==> src/design/adbp_pkg.sv <==
// constants for the address decoder and block protection unit
package adbp_pkg;

    // register word offsets on the register port (byte addresses)
    localparam logic [7:0] PCLK_CTRL_OFS  = 8'h00;
    localparam logic [7:0] PLOC_OFS       = 8'h04;
    localparam logic [7:0] PPROT_OFS      = 8'h08;
    localparam logic [7:0] MEM_BASE_OFS   = 8'h10;
    localparam logic [7:0] MEM_STRIDE     = 8'h08;
    localparam logic [7:0] MEM_LOW_OFS    = 8'h04;

    // counts
    localparam int NUM_PERIPH = 16;
    localparam int NUM_MEM    = 6;
    localparam int NUM_FIXED  = 4;

    // peripheral clock control fields
    localparam int PCLK_RELEASE_BIT = 0;
    localparam int PCLK_DIV_LSB     = 1;
    localparam int PCLK_DIV_MSB     = 4;

    // memory base low fields
    localparam int PRIVILEGED_ONLY_FLAG_BIT       = 0;
    localparam int WRITE_PROTECT_FLAG_BIT      = 1;
    localparam int SIZE_LSB       = 4;
    localparam int SIZE_MSB       = 7;
    localparam int MAP_EN_BIT     = 8;
    localparam int BASE_LO_LSB    = 26;
    localparam int BASE_LO_MSB    = 31;

    // reset values
    localparam logic [31:0] PCLK_CTRL_RST = 32'h0000_0000;
    localparam logic [15:0] PLOC_RST      = 16'h0000;
    localparam logic [15:0] PPROT_RST     = 16'h0000;
    localparam logic [15:0] BASE_HI_RST   = 16'h0000;
    localparam logic [3:0]  BOOT_SIZE_RST = 4'h6;
    localparam logic [3:0]  SIZE_RST      = 4'h0;

    // address decode
    localparam logic [17:0] PFRAME_TAG    = 18'h3FFDF;
    localparam logic [21:0] FULL_MASK     = 22'h3FFFFF;
    localparam logic [9:0]  FRAME_LOW     = 10'h3FF;
    localparam logic [26:0] VECTOR_TAG    = 27'h0000000;

    // peripheral access length in peripheral clock periods
    localparam logic [1:0]  PACC_PERIODS  = 2'h2;

    // access sizes
    typedef enum logic [1:0] {
        SZ_BYTE = 2'h0,
        SZ_HALF = 2'h1,
        SZ_WORD = 2'h2
    } adbp_size_t;

endpackage

==> src/design/adbp_decode.sv <==
// address decoder, peripheral access sequencer and memory block protection
// Functional notes
// RULE1: peripheral accesses are timed by the divided peripheral clock
// RULE2: byte, halfword and word accesses pass to any peripheral
// RULE3: location register routes each peripheral on-chip or off-chip
// RULE4: protection register restricts each peripheral in user mode
// RULE5: peripherals held in reset until release bit 0 set
// RULE6: peripheral clock divides system clock by bits 4:1 setting
// RULE7: peripheral logic never relies on a balanced duty cycle
// RULE8: peripheral reads last at least two peripheral clock periods
// RULE9: peripheral writes last two peripheral periods plus one system cycle
// RULE10: wait states align access start to a peripheral clock boundary
// RULE11: frame range decode drives peripheral select with low 10 bits
// RULE12: each peripheral owns one 1 KB register frame
// RULE13: addresses 0x00 to 0x1F always decode valid
// RULE14: after reset boot memory on select 0 mirrors through lower 2 GB
// RULE15: selects compare base against address with n low bits masked
// RULE16: software puts each base on a multiple of its block size
// RULE17: at reset only memory select 0 is enabled
// RULE18: map enable bit 8 switches selects to programmed bases
// RULE19: boot code configures all selects before enabling the map
// RULE20: boot code branches into relocated image before switching map
// RULE21: software keeps memory out of the top 2 MB
// RULE22: block protection applies privileged-only bit 0 and read-only bit 1
// RULE23: block protection evaluated apart from the auxiliary protection unit
// RULE24: protection violation raises illegal access and blocks the write
// RULE25: user access to protected peripheral gets no peripheral select
// RULE26: user violation aborts, privileged violation requests reset
// RULE27: divide ratio is divider field plus one
//
// Added by the designer: the address map and the plain strobed port.
`timescale 1ns/1ps
module adbp_decode (
    input  wire logic                   core_clk,
    input  wire logic                   nrst,
    // register port
    input  wire logic [7:0]             regAddr,
    input  wire logic [31:0]            regWdata,
    input  wire logic                   regWr,
    input  wire logic                   regRd,
    output logic      [31:0]            regRdata,
    // cpu request port
    input  wire logic                   cpuReq,
    input  wire logic [31:0]            cpuAddr,
    input  wire logic                   cpuWrite,
    input  wire logic [1:0]             cpuSize,
    input  wire logic                   cpuUser,
    input  wire logic [31:0]            cpuWdata,
    output logic                        cpuBusy,
    output logic                        cpuDone,
    output logic      [31:0]            cpuRdata,
    output logic                        illegalAccess,
    output logic                        periphIllegal,
    output logic                        abortReq,
    output logic                        resetReq,
    output logic                        blockDeny,
    output logic                        vectorValid,
    // peripheral side
    output logic                        periphTick,
    output logic                        periphResetN,
    output logic [adbp_pkg::NUM_PERIPH-1:0] periphSel,
    output logic                        periphOffChip,
    output logic      [9:0]             periphAddr,
    output logic                        periphWr,
    output logic                        periphRd,
    output logic      [1:0]             periphSize,
    output logic      [31:0]            periphWdata,
    input  wire logic [31:0]            periphRdata,
    // memory side
    output logic [adbp_pkg::NUM_MEM-1:0] memSel,
    output logic      [31:0]            memAddr,
    output logic                        memWr,
    output logic                        memRd,
    output logic      [1:0]             memSize,
    output logic      [31:0]            memWdata,
    input  wire logic [31:0]            memRdata
);

    typedef enum logic [2:0] {
        ST_IDLE,
        ST_DEC,
        ST_MEM,
        ST_PALIGN,
        ST_PACC,
        ST_PWHOLD,
        ST_DONE
    } adbp_state_t;

    ////////////////////////////////////////////////////////////////////////////
    // registers

    logic [31:0] pclkCtrl_r;
    logic [15:0] ploc_r;
    logic [15:0] pprot_r;
    logic [15:0] baseHi_r  [adbp_pkg::NUM_MEM];
    logic [31:0] baseLo_r  [adbp_pkg::NUM_MEM];
    logic [31:0] rdMux;
    logic [31:0] memRdMux  [adbp_pkg::NUM_MEM+1];

    wire         wrPclk  = regWr && (regAddr == adbp_pkg::PCLK_CTRL_OFS);
    wire         wrPloc  = regWr && (regAddr == adbp_pkg::PLOC_OFS);
    wire         wrPprot = regWr && (regAddr == adbp_pkg::PPROT_OFS);
    wire [3:0]   divSet  = pclkCtrl_r[adbp_pkg::PCLK_DIV_MSB:adbp_pkg::PCLK_DIV_LSB];
    wire         released = pclkCtrl_r[adbp_pkg::PCLK_RELEASE_BIT];
    wire         mapEn   = baseLo_r[0][adbp_pkg::MAP_EN_BIT];

    always_ff @(posedge core_clk or negedge nrst) begin
        if (!nrst) begin
            pclkCtrl_r <= adbp_pkg::PCLK_CTRL_RST;
            ploc_r     <= adbp_pkg::PLOC_RST;
            pprot_r    <= adbp_pkg::PPROT_RST;
        end else begin
            if (wrPclk) begin
                pclkCtrl_r <= {27'h0000000, regWdata[adbp_pkg::PCLK_DIV_MSB:0]};
            end
            if (wrPloc) begin
                ploc_r <= regWdata[15:0];
            end
            if (wrPprot) begin
                pprot_r <= regWdata[15:0];
            end
        end
    end

    genvar gi;
    generate
        for (gi = 0; gi < adbp_pkg::NUM_MEM; gi++) begin : g_memreg
            localparam logic [7:0] HI_OFS = 8'(adbp_pkg::MEM_BASE_OFS
                                             + adbp_pkg::MEM_STRIDE * gi);
            localparam logic [7:0] LO_OFS = 8'(HI_OFS + adbp_pkg::MEM_LOW_OFS);
            localparam logic [3:0] SZ_RST = (gi == 0) ? adbp_pkg::BOOT_SIZE_RST
                                                      : adbp_pkg::SIZE_RST;
            wire wrHi = regWr && (regAddr == HI_OFS);
            wire wrLo = regWr && (regAddr == LO_OFS);
            wire [31:0] loKeep = (gi == 0) ? 32'hFC00_01F3 : 32'hFC00_00F3;
            always_ff @(posedge core_clk or negedge nrst) begin
                if (!nrst) begin
                    baseHi_r[gi] <= adbp_pkg::BASE_HI_RST;
                    baseLo_r[gi] <= {24'h000000, SZ_RST, 4'h0};
                end else begin
                    if (wrHi) begin
                        baseHi_r[gi] <= regWdata[15:0];
                    end
                    if (wrLo) begin
                        baseLo_r[gi] <= regWdata & loKeep;
                    end
                end
            end
            assign memRdMux[gi+1] = (regAddr == HI_OFS) ? {16'h0000, baseHi_r[gi]} :
                                    (regAddr == LO_OFS) ? baseLo_r[gi] : memRdMux[gi];
        end
    endgenerate

    assign memRdMux[0] = 32'h0000_0000;
    assign rdMux = (regAddr == adbp_pkg::PCLK_CTRL_OFS) ? pclkCtrl_r :
                   (regAddr == adbp_pkg::PLOC_OFS)      ? {16'h0000, ploc_r} :
                   (regAddr == adbp_pkg::PPROT_OFS)     ? {16'h0000, pprot_r} :
                   memRdMux[adbp_pkg::NUM_MEM];

    always_ff @(posedge core_clk or negedge nrst) begin
        if (!nrst) begin
            regRdata <= 32'h0000_0000;
        end else begin
            regRdata <= regRd ? rdMux : 32'h0000_0000;
        end
    end

    ////////////////////////////////////////////////////////////////////////////
    // peripheral clock divider

    logic [3:0] divCnt_r;
    logic [3:0] divCnt_nxt;
    logic       prst_r;

    // tick marks the last system cycle of each peripheral clock period
    assign periphTick = (divCnt_r >= divSet);                   // RULE27
    assign divCnt_nxt = periphTick ? 4'h0 : divCnt_r + 4'h1;    // RULE6

    // a single strobe per period, so the high and low split never matters
    always_ff @(posedge core_clk or negedge nrst) begin
        if (!nrst) begin
            divCnt_r <= 4'h0;
        end else begin
            divCnt_r <= divCnt_nxt;                              // RULE7
        end
    end

    always_ff @(posedge core_clk or negedge nrst) begin
        if (!nrst) begin
            prst_r <= 1'b0;
        end else begin
            prst_r <= released;                                  // RULE5
        end
    end
    assign periphResetN = prst_r;

    ////////////////////////////////////////////////////////////////////////////
    // request capture and decode

    adbp_state_t state_r;
    adbp_state_t state_nxt;
    logic [31:0] reqAddr_r;
    logic        reqWrite_r;
    logic [1:0]  reqSize_r;
    logic        reqUser_r;
    logic [31:0] reqWdata_r;

    always_ff @(posedge core_clk or negedge nrst) begin
        if (!nrst) begin
            reqAddr_r  <= 32'h0000_0000;
            reqWrite_r <= 1'b0;
            reqSize_r  <= adbp_pkg::SZ_BYTE;
            reqUser_r  <= 1'b0;
            reqWdata_r <= 32'h0000_0000;
        end else if (state_r == ST_IDLE && cpuReq) begin
            reqAddr_r  <= cpuAddr;
            reqWrite_r <= cpuWrite;
            reqSize_r  <= cpuSize;                               // RULE2
            reqUser_r  <= cpuUser;
            reqWdata_r <= cpuWdata;
        end
    end

    wire        inFrame  = (reqAddr_r[31:14] == adbp_pkg::PFRAME_TAG);  // RULE11
    wire [3:0]  frameIdx = reqAddr_r[13:10];                            // RULE12
    wire        pDenied  = reqUser_r && pprot_r[frameIdx];              // RULE4
    wire        pBlocked = pDenied || !prst_r;                          // RULE5
    wire        isVector = (reqAddr_r[31:5] == adbp_pkg::VECTOR_TAG);  // RULE13

    logic [adbp_pkg::NUM_MEM-1:0] hit;
    logic [21:0] sizeMask [adbp_pkg::NUM_MEM];

    generate
        for (gi = 0; gi < adbp_pkg::NUM_MEM; gi++) begin : g_match
            wire [3:0]  sz     = baseLo_r[gi][adbp_pkg::SIZE_MSB:adbp_pkg::SIZE_LSB];
            wire [21:0] base22 = {baseHi_r[gi],
                                  baseLo_r[gi][adbp_pkg::BASE_LO_MSB:adbp_pkg::BASE_LO_LSB]};
            assign sizeMask[gi] = adbp_pkg::FULL_MASK << sz;
            wire match = ((reqAddr_r[31:10] & sizeMask[gi])
                          == (base22 & sizeMask[gi]));           // RULE15
            if (gi == 0) begin : g_boot
                assign hit[gi] = mapEn ? match : !reqAddr_r[31];         // RULE14
            end else begin : g_rest
                assign hit[gi] = mapEn && match && !inFrame;             // RULE17 RULE18
            end
        end
    endgenerate

    // lowest select wins where regions overlap
    logic [adbp_pkg::NUM_MEM-1:0] selOne;
    logic [adbp_pkg::NUM_MEM-1:0] hitBefore;
    logic [2:0]                   selIdx [adbp_pkg::NUM_MEM+1];
    generate
        for (gi = 0; gi < adbp_pkg::NUM_MEM; gi++) begin : g_prio
            if (gi == 0) begin : g_first
                assign hitBefore[gi] = 1'b0;
            end else begin : g_next
                assign hitBefore[gi] = hitBefore[gi-1] | hit[gi-1];
            end
            assign selOne[gi] = hit[gi] && !hitBefore[gi];
            assign selIdx[gi+1] = selOne[gi] ? 3'(gi) : selIdx[gi];
        end
    endgenerate
    assign selIdx[0] = 3'h0;

    wire         memHit   = |hit && !inFrame;
    wire [2:0]   hitIdx   = selIdx[adbp_pkg::NUM_MEM];
    wire         privFlag = baseLo_r[hitIdx][adbp_pkg::PRIVILEGED_ONLY_FLAG_BIT];
    wire         roFlag   = baseLo_r[hitIdx][adbp_pkg::WRITE_PROTECT_FLAG_BIT];
    // block check only; the auxiliary unit grants on its own path
    wire         memViol  = memHit && ((privFlag && reqUser_r)
                                       || (roFlag && reqWrite_r));  // RULE22 RULE23
    wire [31:0]  lowMask  = {~sizeMask[hitIdx], adbp_pkg::FRAME_LOW};

    ////////////////////////////////////////////////////////////////////////////
    // access sequencer

    logic [1:0] tickCnt_r;
    wire        lastTick = periphTick && (tickCnt_r == adbp_pkg::PACC_PERIODS - 2'h1);

    always_comb begin
        state_nxt = state_r;
        unique case (state_r)
            ST_IDLE: begin
                if (cpuReq) begin
                    state_nxt = ST_DEC;
                end
            end
            ST_DEC: begin
                if (inFrame && !pBlocked) begin
                    state_nxt = ST_PALIGN;
                end else if (!inFrame && memHit) begin
                    state_nxt = ST_MEM;
                end else begin
                    state_nxt = ST_DONE;
                end
            end
            ST_MEM: begin
                state_nxt = ST_DONE;
            end
            ST_PALIGN: begin
                if (periphTick) begin
                    state_nxt = ST_PACC;                         // RULE10
                end
            end
            ST_PACC: begin
                if (lastTick) begin
                    state_nxt = reqWrite_r ? ST_PWHOLD : ST_DONE; // RULE8 RULE9
                end
            end
            ST_PWHOLD: begin
                state_nxt = ST_DONE;                             // RULE9
            end
            ST_DONE: begin
                state_nxt = ST_IDLE;
            end
        endcase
    end

    always_ff @(posedge core_clk or negedge nrst) begin
        if (!nrst) begin
            state_r <= ST_IDLE;
        end else begin
            state_r <= state_nxt;
        end
    end

    always_ff @(posedge core_clk or negedge nrst) begin
        if (!nrst) begin
            tickCnt_r <= 2'h0;
        end else if (state_r != ST_PACC) begin
            tickCnt_r <= 2'h0;
        end else if (periphTick) begin
            tickCnt_r <= tickCnt_r + 2'h1;                       // RULE1
        end
    end

    ////////////////////////////////////////////////////////////////////////////
    // peripheral outputs

    wire startPacc = (state_r == ST_PALIGN) && periphTick;
    wire endPacc   = ((state_r == ST_PACC) && lastTick && !reqWrite_r)
                     || (state_r == ST_PWHOLD);

    always_ff @(posedge core_clk or negedge nrst) begin
        if (!nrst) begin
            periphSel <= '0;
            periphWr <= 1'b0;
            periphRd <= 1'b0;
            periphOffChip <= 1'b0;
            periphAddr <= 10'h000;
        end else if (startPacc) begin
            periphSel <= 16'(1) << frameIdx; // RULE11 RULE25
            periphWr <= reqWrite_r;
            periphRd <= !reqWrite_r;
            periphOffChip <= ploc_r[frameIdx]; // RULE3
            periphAddr <= reqAddr_r[9:0]; // RULE11
        end else if (endPacc) begin
            periphSel <= '0;
            periphWr <= 1'b0;
            periphRd <= 1'b0;
        end
    end

    assign periphSize    = reqSize_r;
    assign periphWdata   = reqWdata_r;

    ////////////////////////////////////////////////////////////////////////////
    // memory outputs

    wire         goMem = (state_r == ST_DEC) && !inFrame && memHit;

    always_ff @(posedge core_clk or negedge nrst) begin
        if (!nrst) begin
            memSel <= '0;
            memWr <= 1'b0;
            memRd <= 1'b0;
            memAddr <= 32'h0000_0000;
        end else if (goMem) begin
            memSel <= selOne;
            memWr <= reqWrite_r && !memViol; // RULE24
            memRd <= !reqWrite_r;
            memAddr <= reqAddr_r & lowMask; // RULE15
        end else begin
            memSel <= '0;
            memWr <= 1'b0;
            memRd <= 1'b0;
        end
    end

    assign memSize  = reqSize_r;
    assign memWdata = reqWdata_r;

    ////////////////////////////////////////////////////////////////////////////
    // completion and exceptions

    wire         decStep = (state_r == ST_DEC);

    always_ff @(posedge core_clk or negedge nrst) begin
        if (!nrst) begin
            cpuRdata <= 32'h0000_0000;
        end else if (decStep) begin
            cpuRdata <= 32'h0000_0000;
        end else if (state_r == ST_MEM && !reqWrite_r) begin
            cpuRdata <= memRdata;
        end else if (state_r == ST_PACC && lastTick && !reqWrite_r) begin
            cpuRdata <= periphRdata; // RULE8
        end
    end

    always_ff @(posedge core_clk or negedge nrst) begin
        if (!nrst) begin
            illegalAccess <= 1'b0;
            periphIllegal <= 1'b0;
            abortReq <= 1'b0;
            resetReq <= 1'b0;
            blockDeny <= 1'b0;
            vectorValid <= 1'b0;
        end else begin
            illegalAccess <= decStep && memViol; // RULE24
            periphIllegal <= decStep && inFrame && pDenied; // RULE25
            abortReq <= decStep && reqUser_r && (memViol || (inFrame && pDenied)); // RULE26
            resetReq <= decStep && !reqUser_r && memViol; // RULE26
            blockDeny <= decStep && memViol; // RULE23
            vectorValid <= decStep && isVector; // RULE13
        end
    end

    assign cpuDone       = (state_r == ST_DONE);
    assign cpuBusy       = (state_r != ST_IDLE);

endmodule

==> config.mk <==
export PLATFORM = sky130hd
export DESIGN_NAME = adbp_decode
export DESIGN_NICKNAME = d
export VERILOG_FILES = /design/src/design/adbp_pkg.sv /design/src/design/adbp_decode.sv
export SDC_FILE = /design/constraint.sdc
export NUM_CORES = 1
export LEC_CHECK = 0
export BUFFER_PORTS_ARGS = -buffer_cell sky130_fd_sc_hd__buf_4
export CORE_ASPECT_RATIO = 0.75
export CORE_MARGIN = 1.5
export CORE_UTILIZATION = 57
export DETAILED_ROUTE_END_ITERATION = 8
export PLACE_DENSITY = 0.81
export SLEW_MARGIN = 15
export SYNTH_ARGS = -nofsm -noshare
export SYNTH_HDL_FRONTEND = slang
export SYNTH_SLANG_ARGS = --single-unit
==> constraint.sdc <==
create_clock -name core_clk -period 3.9 [get_ports core_clk]
set_input_delay 0.78 -clock core_clk [delete_from_list [all_inputs] [get_ports core_clk]]
set_output_delay 0.78 -clock core_clk [all_outputs]
set_load 0.02 [all_outputs]
==> flow_summary.yaml, run 1 <==
status:
  status: "completed"
clock_tree:
  ctsHtreeMaxLevel: 2
  clk_path_buf_depth: 3
  cts_tree: "built"
  clk_root_buffer_cell: "clkbuf_16"
  cts_setup_buffers: 0
  cts.clk_slew.worst_paths_ns: 0.06
  cts_buffers: 41
  cts_sinks: 412
  clk_latency_ns: 0.56
critical_path:
  critPathArrivalTime_ns: 4.22
  cp-end-kind: "flop"
  critPathSlowestCell: "dfrtp_1"
  crit_type: "reg -> reg"
  start_kind: "flop"
  crit_top_cell: "buf_4"
  path_cells: "xor2_1 > nor4_4 > buf_4 > nand4_1 > a2111o_1 > a311oi_2 > buf_4 > o211a_1 > buf_12 > mux2i_1 > buf_4 > nor2_1 > o31ai_2 > buf_4 > o21ai_1"
  path_max_fanout: 11
  worst_ep_required_time_ns: 4.33
  critPathMaxStageDelay_ns: 0.50
sta:
  hold_viol_final: 0
  setup_viol: 0
  fin_ws_ns: 0.109
  max_slew.worst_pin.slew_ns: 1.22
  slew_headroom_pct: 17.9
  drv_slew: 0
  rsz0062_at_grt: "false"
  fin_hold_ws_ns: 0.254
  post-route-period-util_pct: 97.2
  max_freq_ghz: 0.264
  tns_ns: 0
  finalCriticalPeriod_ns: 3.79
  fin_worst_skew_ns: 0.0146
floorplanning:
  initial_core_util_pct: 58.2
  die_w_um: 228
  die_area_um2: 39300
  ios: 388
  die_h_um: 172
  coreArea_um2: 37300
  row_count: 61
layout:
  drive_above_1_share_pct: 39.4
  layoutNonFillerInstCount: 2953
  num_antenna_cells: 0
  area_delta_synth_final_pct: 24.9
  fin_nets: 2604
drt:
  routed_wl_um: 82400
  route.detailed.drc: 0
  ant_nets: 0
  routed-via-count: 19032
  first_pass_iters: 8
  wire_per_inst_um: 27.9
  drt-initial-drc-count: 2591
  vias_per_cell: 6.44
grt:
  track_usage_pct: 41.1
  grt_pass1_wl_um: 119000
  overflow: 0
  grt_antenna_before_repair: 2
  grt_pass1_vias: 18076
  grt_start_max_net_pins: 90
pwr:
  power_frac_seq_pct: 35.5
  p_per_area_nw_per_um2: 634
  power_frac_comb_pct: 42.0
  p_sw_w: 0.00694
  swShare_pct: 40.4
  vdd_drop_max_mv: 0.527
  p_total_w: 0.0172
  intPower_w: 0.0102
  p_clk_share_pct: 22.5
  leakagePower_nw: 12.9
placement:
  post-place-ws_ns: -0.185
  io_buffer_count: 367
  gp_congestion: 1.03
  dp.cells: 2882
  hpwlAfterDp_um: 63200
synth:
  ys_top_cells_by_count: "dfrtp_1, mux2_2, nand2_1"
  synthesis.area_um2: 21700
  synth_top_cell_by_area: "dfrtp_1"
  ys_seq_elements: 412
  netlist.area_leader.share_pct: 47.3
  yosys-top-cells-area: "dfrtp_1, mux2_2, nand2_1"
  synth_cells: 1991
  synthArstFlopShare_pct: 100
  synth_cell_types: 90
  synth_edf_count: 0
  syn_area_per_cell_um2: 10.9
  synth.most_common_cell: "dfrtp_1"
  synth_flop_cell: "dfrtp_1"
  ys_warn_count: 0
  yosysSeqAreaShare_pct: 47.5
run:
  cap_violations: 0
hold_path:
  hold_path_class: "in -> async"
==> layout make-up <==
| class | instances | area, um2 |
|---|---|---|
| multi-input combinational | 1380 | 10400 |
| inverter | 21 | 78.8 |
| timing repair buffer | 565 | 4400 |
| clock inverter | 16 | 130 |
| tap | 504 | 631 |
| sequential | 412 | 10300 |
| fill | 2634 | 10200 |
| clock buffer | 55 | 1150 |
==> routing by layer <==
metal	vias to the layer above	part of all wire [%]	global-route usage, %
li1	8090	-	-
met1	9537	41	58.7
met2	1229	44	61.5
met3	174	12	12.0
met4	2	2.9	10.3
met5	-	0.021	0
==> final timing paths <==
| kind | to | cells after the start | startpoint | slack (ns) |
|---|---|---|---|---|
| max | memAddr[17] | 15 | reqAddr_r[28] | 0.11 |
| min | reqAddr_r[8] | 1 | nrst | 0.25 |
| max reg2reg | memAddr[17] | 15 | reqAddr_r[28] | 0.11 |
| min reg2reg | periphResetN | 0 | pclkCtrl_r[0] | 0.42 |
| max in group asynchronous | periphSel[11] | 2 | nrst | 2.70 |
| min in group core_clk | periphResetN | 0 | pclkCtrl_r[0] | 0.42 |
==> through the flow <==
step | area, um2 | util [%]
2_1_floorplan | 21700 | -
3_3_place_gp | 25800 | 69.2
3_5_place_dp | 25800 | 69.2
4_1_cts | 27100 | 72.6
5_1_grt | 27100 | 72.7
6_report | 27100 | 72.7
==> sequential cells by signal, summed over array words and instances (netlist names), 2 cells and up <==
name and flops:
ploc_r 16, pclkCtrl_r 5, baseLo_r 73, memSel 6, periphSel 16, reqAddr_r 32
memSize 2, regRdata 22, cpuRdata 32, periphAddr 10, divCnt_r 4, memWdata 32
pprot_r 16, memAddr 32, state_r 3, baseHi_r 96, tickCnt_r 2
==> layout by cell type (no fill, tap or decap), drive strengths merged, types with 6 or more instances in the layout <==
| master | netlist | final |
|---|---|---|
| inv | 19 | 20 |
| clkinv | 2 | 15 |
| mux2i | 31 | 31 |
| o21bai | 7 | 7 |
| buf | 93 | 565 |
| dfrtp | 410 | 410 |
| a21o | 7 | 7 |
| xnor2 | 59 | 59 |
| a22o | 12 | 12 |
| a211oi | 6 | 6 |
| a21oi | 55 | 55 |
| nor4 | 26 | 26 |
| ha | 6 | 6 |
| or4 | 6 | 6 |
| or2 | 7 | 7 |
| and2 | 21 | 21 |
| o21ai | 102 | 102 |
| nand3 | 37 | 37 |
| xor2 | 76 | 76 |
| o211ai | 9 | 9 |
| a22oi | 56 | 56 |
| mux2 | 292 | 292 |
| a222oi | 20 | 20 |
| nor3 | 40 | 40 |
| nor2b | 7 | 7 |
| nand4 | 22 | 22 |
| o31ai | 23 | 23 |
| mux4 | 10 | 10 |
| o22ai | 17 | 17 |
| and3 | 11 | 11 |
| conb | 1 | 10 |
| a31oi | 35 | 35 |
| nand2 | 189 | 189 |
| nor2 | 82 | 82 |
| nand2b | 7 | 7 |
| a221oi | 16 | 16 |
| clkbuf | 94 | 55 |
==> power by group through the flow <==
stage | clock network [W] | logic [W] | registers [W]
after floorplan | 0 | 0.00375 | 0.00626
after global placement | 0 | 0.00689 | 0.00607
after detailed placement | 0 | 0.00702 | 0.00612
after CTS | 0.00388 | 0.00709 | 0.00606
after global routing | 0.00406 | 0.00756 | 0.00618
final | 0.00387 | 0.00721 | 0.00611
==> kinds of logic (layout without fill, tap and decap cells) <==
family / count (synthesis) / in the layout / share of synthesized area (%)
multiplexers: 333 / 333 / 17.6
flip-flops: 412 / 412 / 47.5
buffers and inverters: 208 / 657 / 4.90
other: 1 / 10 / 0.0173
XOR/XNOR: 135 / 135 / 5.48
AO/OA/AOI/OAI: 416 / 416 / 13.4
adder cells (fa/ha/maj): 7 / 7 / 0.392
AND/OR/NAND/NOR: 479 / 479 / 10.7
==> worst max-delay path, delay by kind of cell (launching register included) <==
family	cells	cell delay, ns
flops	1	0.50
buf+inv	5	0.89
mux	1	0.21
xor+xnor	1	0.23
compound gates	5	1.19
simple gates	3	0.65
==> what timing repair did <==
| action | in CTS | in global routing |
|---|---|---|
| setup endpoints to repair | 11 | 10 |
| resized for setup | 1 | 2 |
| hold buffers | 0 | 0 |
| pin swaps | 0 | 1 |
Power figures use the tool's default switching activity.
==> inputs of run 2 (changes only) <==
--- a/config.mk
+++ b/config.mk
@@ -8,9 +8,10 @@
 export BUFFER_PORTS_ARGS = -buffer_cell sky130_fd_sc_hd__buf_4
 export CORE_ASPECT_RATIO = 0.75
 export CORE_MARGIN = 1.5
-export CORE_UTILIZATION = 57
+export CORE_UTILIZATION = 55
 export DETAILED_ROUTE_END_ITERATION = 8
-export PLACE_DENSITY = 0.81
+export PLACE_DENSITY = 0.79
+export RECOVER_POWER = 25
 export SLEW_MARGIN = 15
 export SYNTH_ARGS = -nofsm -noshare
 export SYNTH_HDL_FRONTEND = slang
==> flow_summary.yaml, run 2 (same netlist as run 1, synthesis figures left out) <==
status:
  status: "complete, but fails checks"
  violations: "max-capacitance violations, max-slew violations"
layout:
  layout_commonest_cell: "buf_4"
  final.fill_count: 2854
  post-route-cell-area_um2: 27200
  drive_above_1_share_pct: 39.2
  utilization_pct: 70.4
  multi_input_area_um2: 10400
  seq_area_um2: 10300
  fin_nets: 2597
  top_register: "baseHi_r"
  layoutNonFillerInstCount: 2959
  area_delta_synth_final_pct: 25.3
  largest_registers: "baseHi_r (96), baseLo_r (73)"
  layout_common_cells: "buf_4, dfrtp_1, mux2_2"
  largest_reg_flops: 96
placement:
  gp_congestion: 1.03
  hpwlAfterDp_um: 63700
  io_buffer_count: 367
  dpl_cell_area_um2: 25800
  post-place-ws_ns: 0.274
  dp.cells: 2882
critical_path:
  crit_start: "reqAddr_r[24]"
  worst_ep_required_time_ns: 4.39
  critPathMaxStageDelay_ns: 0.89
  path_max_fanout: 10
  path_cells: "xor2_1 > a2111oi_0 > nand3_1 > or4_4 > or2_4 > nand3_2 > mux2i_1 > o21a_1 > mux2i_1 > o21ai_1"
  worstReg2RegEnd: "memAddr[14]"
  crit_top_cell: "mux2i_1"
  cp-end-kind: "flop"
  crit_type: "reg -> reg"
  rr_startpoint: "reqAddr_r[24]"
  critPathSlowestCell: "dfrtp_1"
  start_kind: "flop"
  reg2reg_depth: 10
  critPathArrivalTime_ns: 4.28
  crit_end: "memAddr[14]"
  r2r_slack_ns: 0.10
pwr:
  vdd_drop_max_mv: 0.566
  p_per_area_nw_per_um2: 643
  leakagePower_nw: 12.9
sta:
  drv_slew: 91
  fin_worst_skew_ns: 0.0266
  slew_headroom_pct: -84.9
  setup_viol: 0
  fin_ws_ns: 0.101
  max_freq_ghz: 0.263
  finalCriticalPeriod_ns: 3.80
  post-route-period-util_pct: 97.4
  rsz0062_at_grt: "false"
  tns_ns: 0
  max_slew.worst_pin.slew_ns: 2.77
  hold_viol_final: 0
clock_tree:
  cts_tree: "built"
  ctsHtreeMaxLevel: 2
  clk_root_buffer_cell: "clkbuf_16"
  cts_hold_buf: 0
  clk_path_buf_depth: 3
  cts.clk_slew.worst_paths_ns: 0.06
  cts_sinks: 412
  cts_buffers: 42
  cts_resized: 0
  cts_setup_buffers: 0
  clk_latency_ns: 0.56
drt:
  routed_wl_um: 83300
  ant_nets: 0
  wire_per_inst_um: 28.2
  routed-via-count: 19166
  vias_per_cell: 6.48
  first_pass_iters: 9
  route.detailed.drc: 0
  drt-initial-drc-count: 2581
floorplanning:
  die_h_um: 175
  initial_core_util_pct: 56.2
  coreArea_um2: 38600
  die_w_um: 232
  die_area_um2: 40700
  ios: 388
  row_count: 62
grt:
  grt_pass1_vias: 18304
  grt_antenna_before_repair: 3
  grt_pass1_wl_um: 121000
  grt_start_max_net_pins: 95
  overflow: 0
  track_usage_pct: 40.4
hold_path:
  hold_path_class: "reg -> reg"
run:
  cap_violations: 1
## run 2: changes by cell type in the layout (fill, tap and decap cells not counted), moves of 3 or more
| cell | delta |
|---|---|
| buf_4 | -10 |
| clkinv_2 | -5 |
| bufinv_16 | +3 |
| clkbuf_8 | +4 |
| clkbuf_1 | +4 |
## run 2: layer usage
metal | vias up | GRT usage [%] | wire (um)
met5 | - | 0 | 34
met4 | 6 | 10.4 | 2200
met3 | 163 | 11.7 | 10300
met2 | 1250 | 58.6 | 36000
met1 | 9670 | 59.3 | 34700
li1 | 8077 | - | -
## run 2: cell type report
cell class / instances / share of cell area (%)
repair buffers: 557 / 15.9
multi-input cells: 1380 / 38.3
diodes: 1 / 0.00920
clock buffers: 63 / 4.56
well taps: 512 / 2.36
inverters: 21 / 0.290
clock inverters: 13 / 0.658
flip-flops and latches: 412 / 37.9
## run 2: worst min path at each step
| stage | start | end | depth (start not counted) | slack (ns) |
|---|---|---|---|---|
| CTS | nrst | periphAddr[8] | 1 | 0.30 |
| global placement | pclkCtrl_r[0] | periphResetN | 0 | 0.42 |
| finish | pclkCtrl_r[0] | periphResetN | 0 | 0.43 |
| global route | pclkCtrl_r[0] | periphResetN | 0 | 0.44 |
| floorplan | pclkCtrl_r[0] | periphResetN | 0 | 0.37 |
| detailed placement | pclkCtrl_r[0] | periphResetN | 0 | 0.42 |
## run 2: critical path: cells and delay by family, from the launching register on
family	cells	cell delay, ns
mux	2	0.64
simple gates	4	1.20
compound gates	3	0.77
flops	1	0.89
xor+xnor	1	0.21
## run 2: stage by stage
step                      hold slack, ns  total power (W)
final                              0.435           0.0175
after global routing               0.438           0.0181
after CTS                          0.297           0.0173
after detailed placement           0.418           0.0131
after global placement             0.416           0.0129
after floorplan                    0.369           0.0100
## run 2: report_power, final
group	internal (W)	total [W]	switching, W
logic	0.00297	0.00709	0.00412
clock network	0.00247	0.00420	0.00173
registers	0.00512	0.00619	0.00108
total	0.0106	0.0175	0.00692
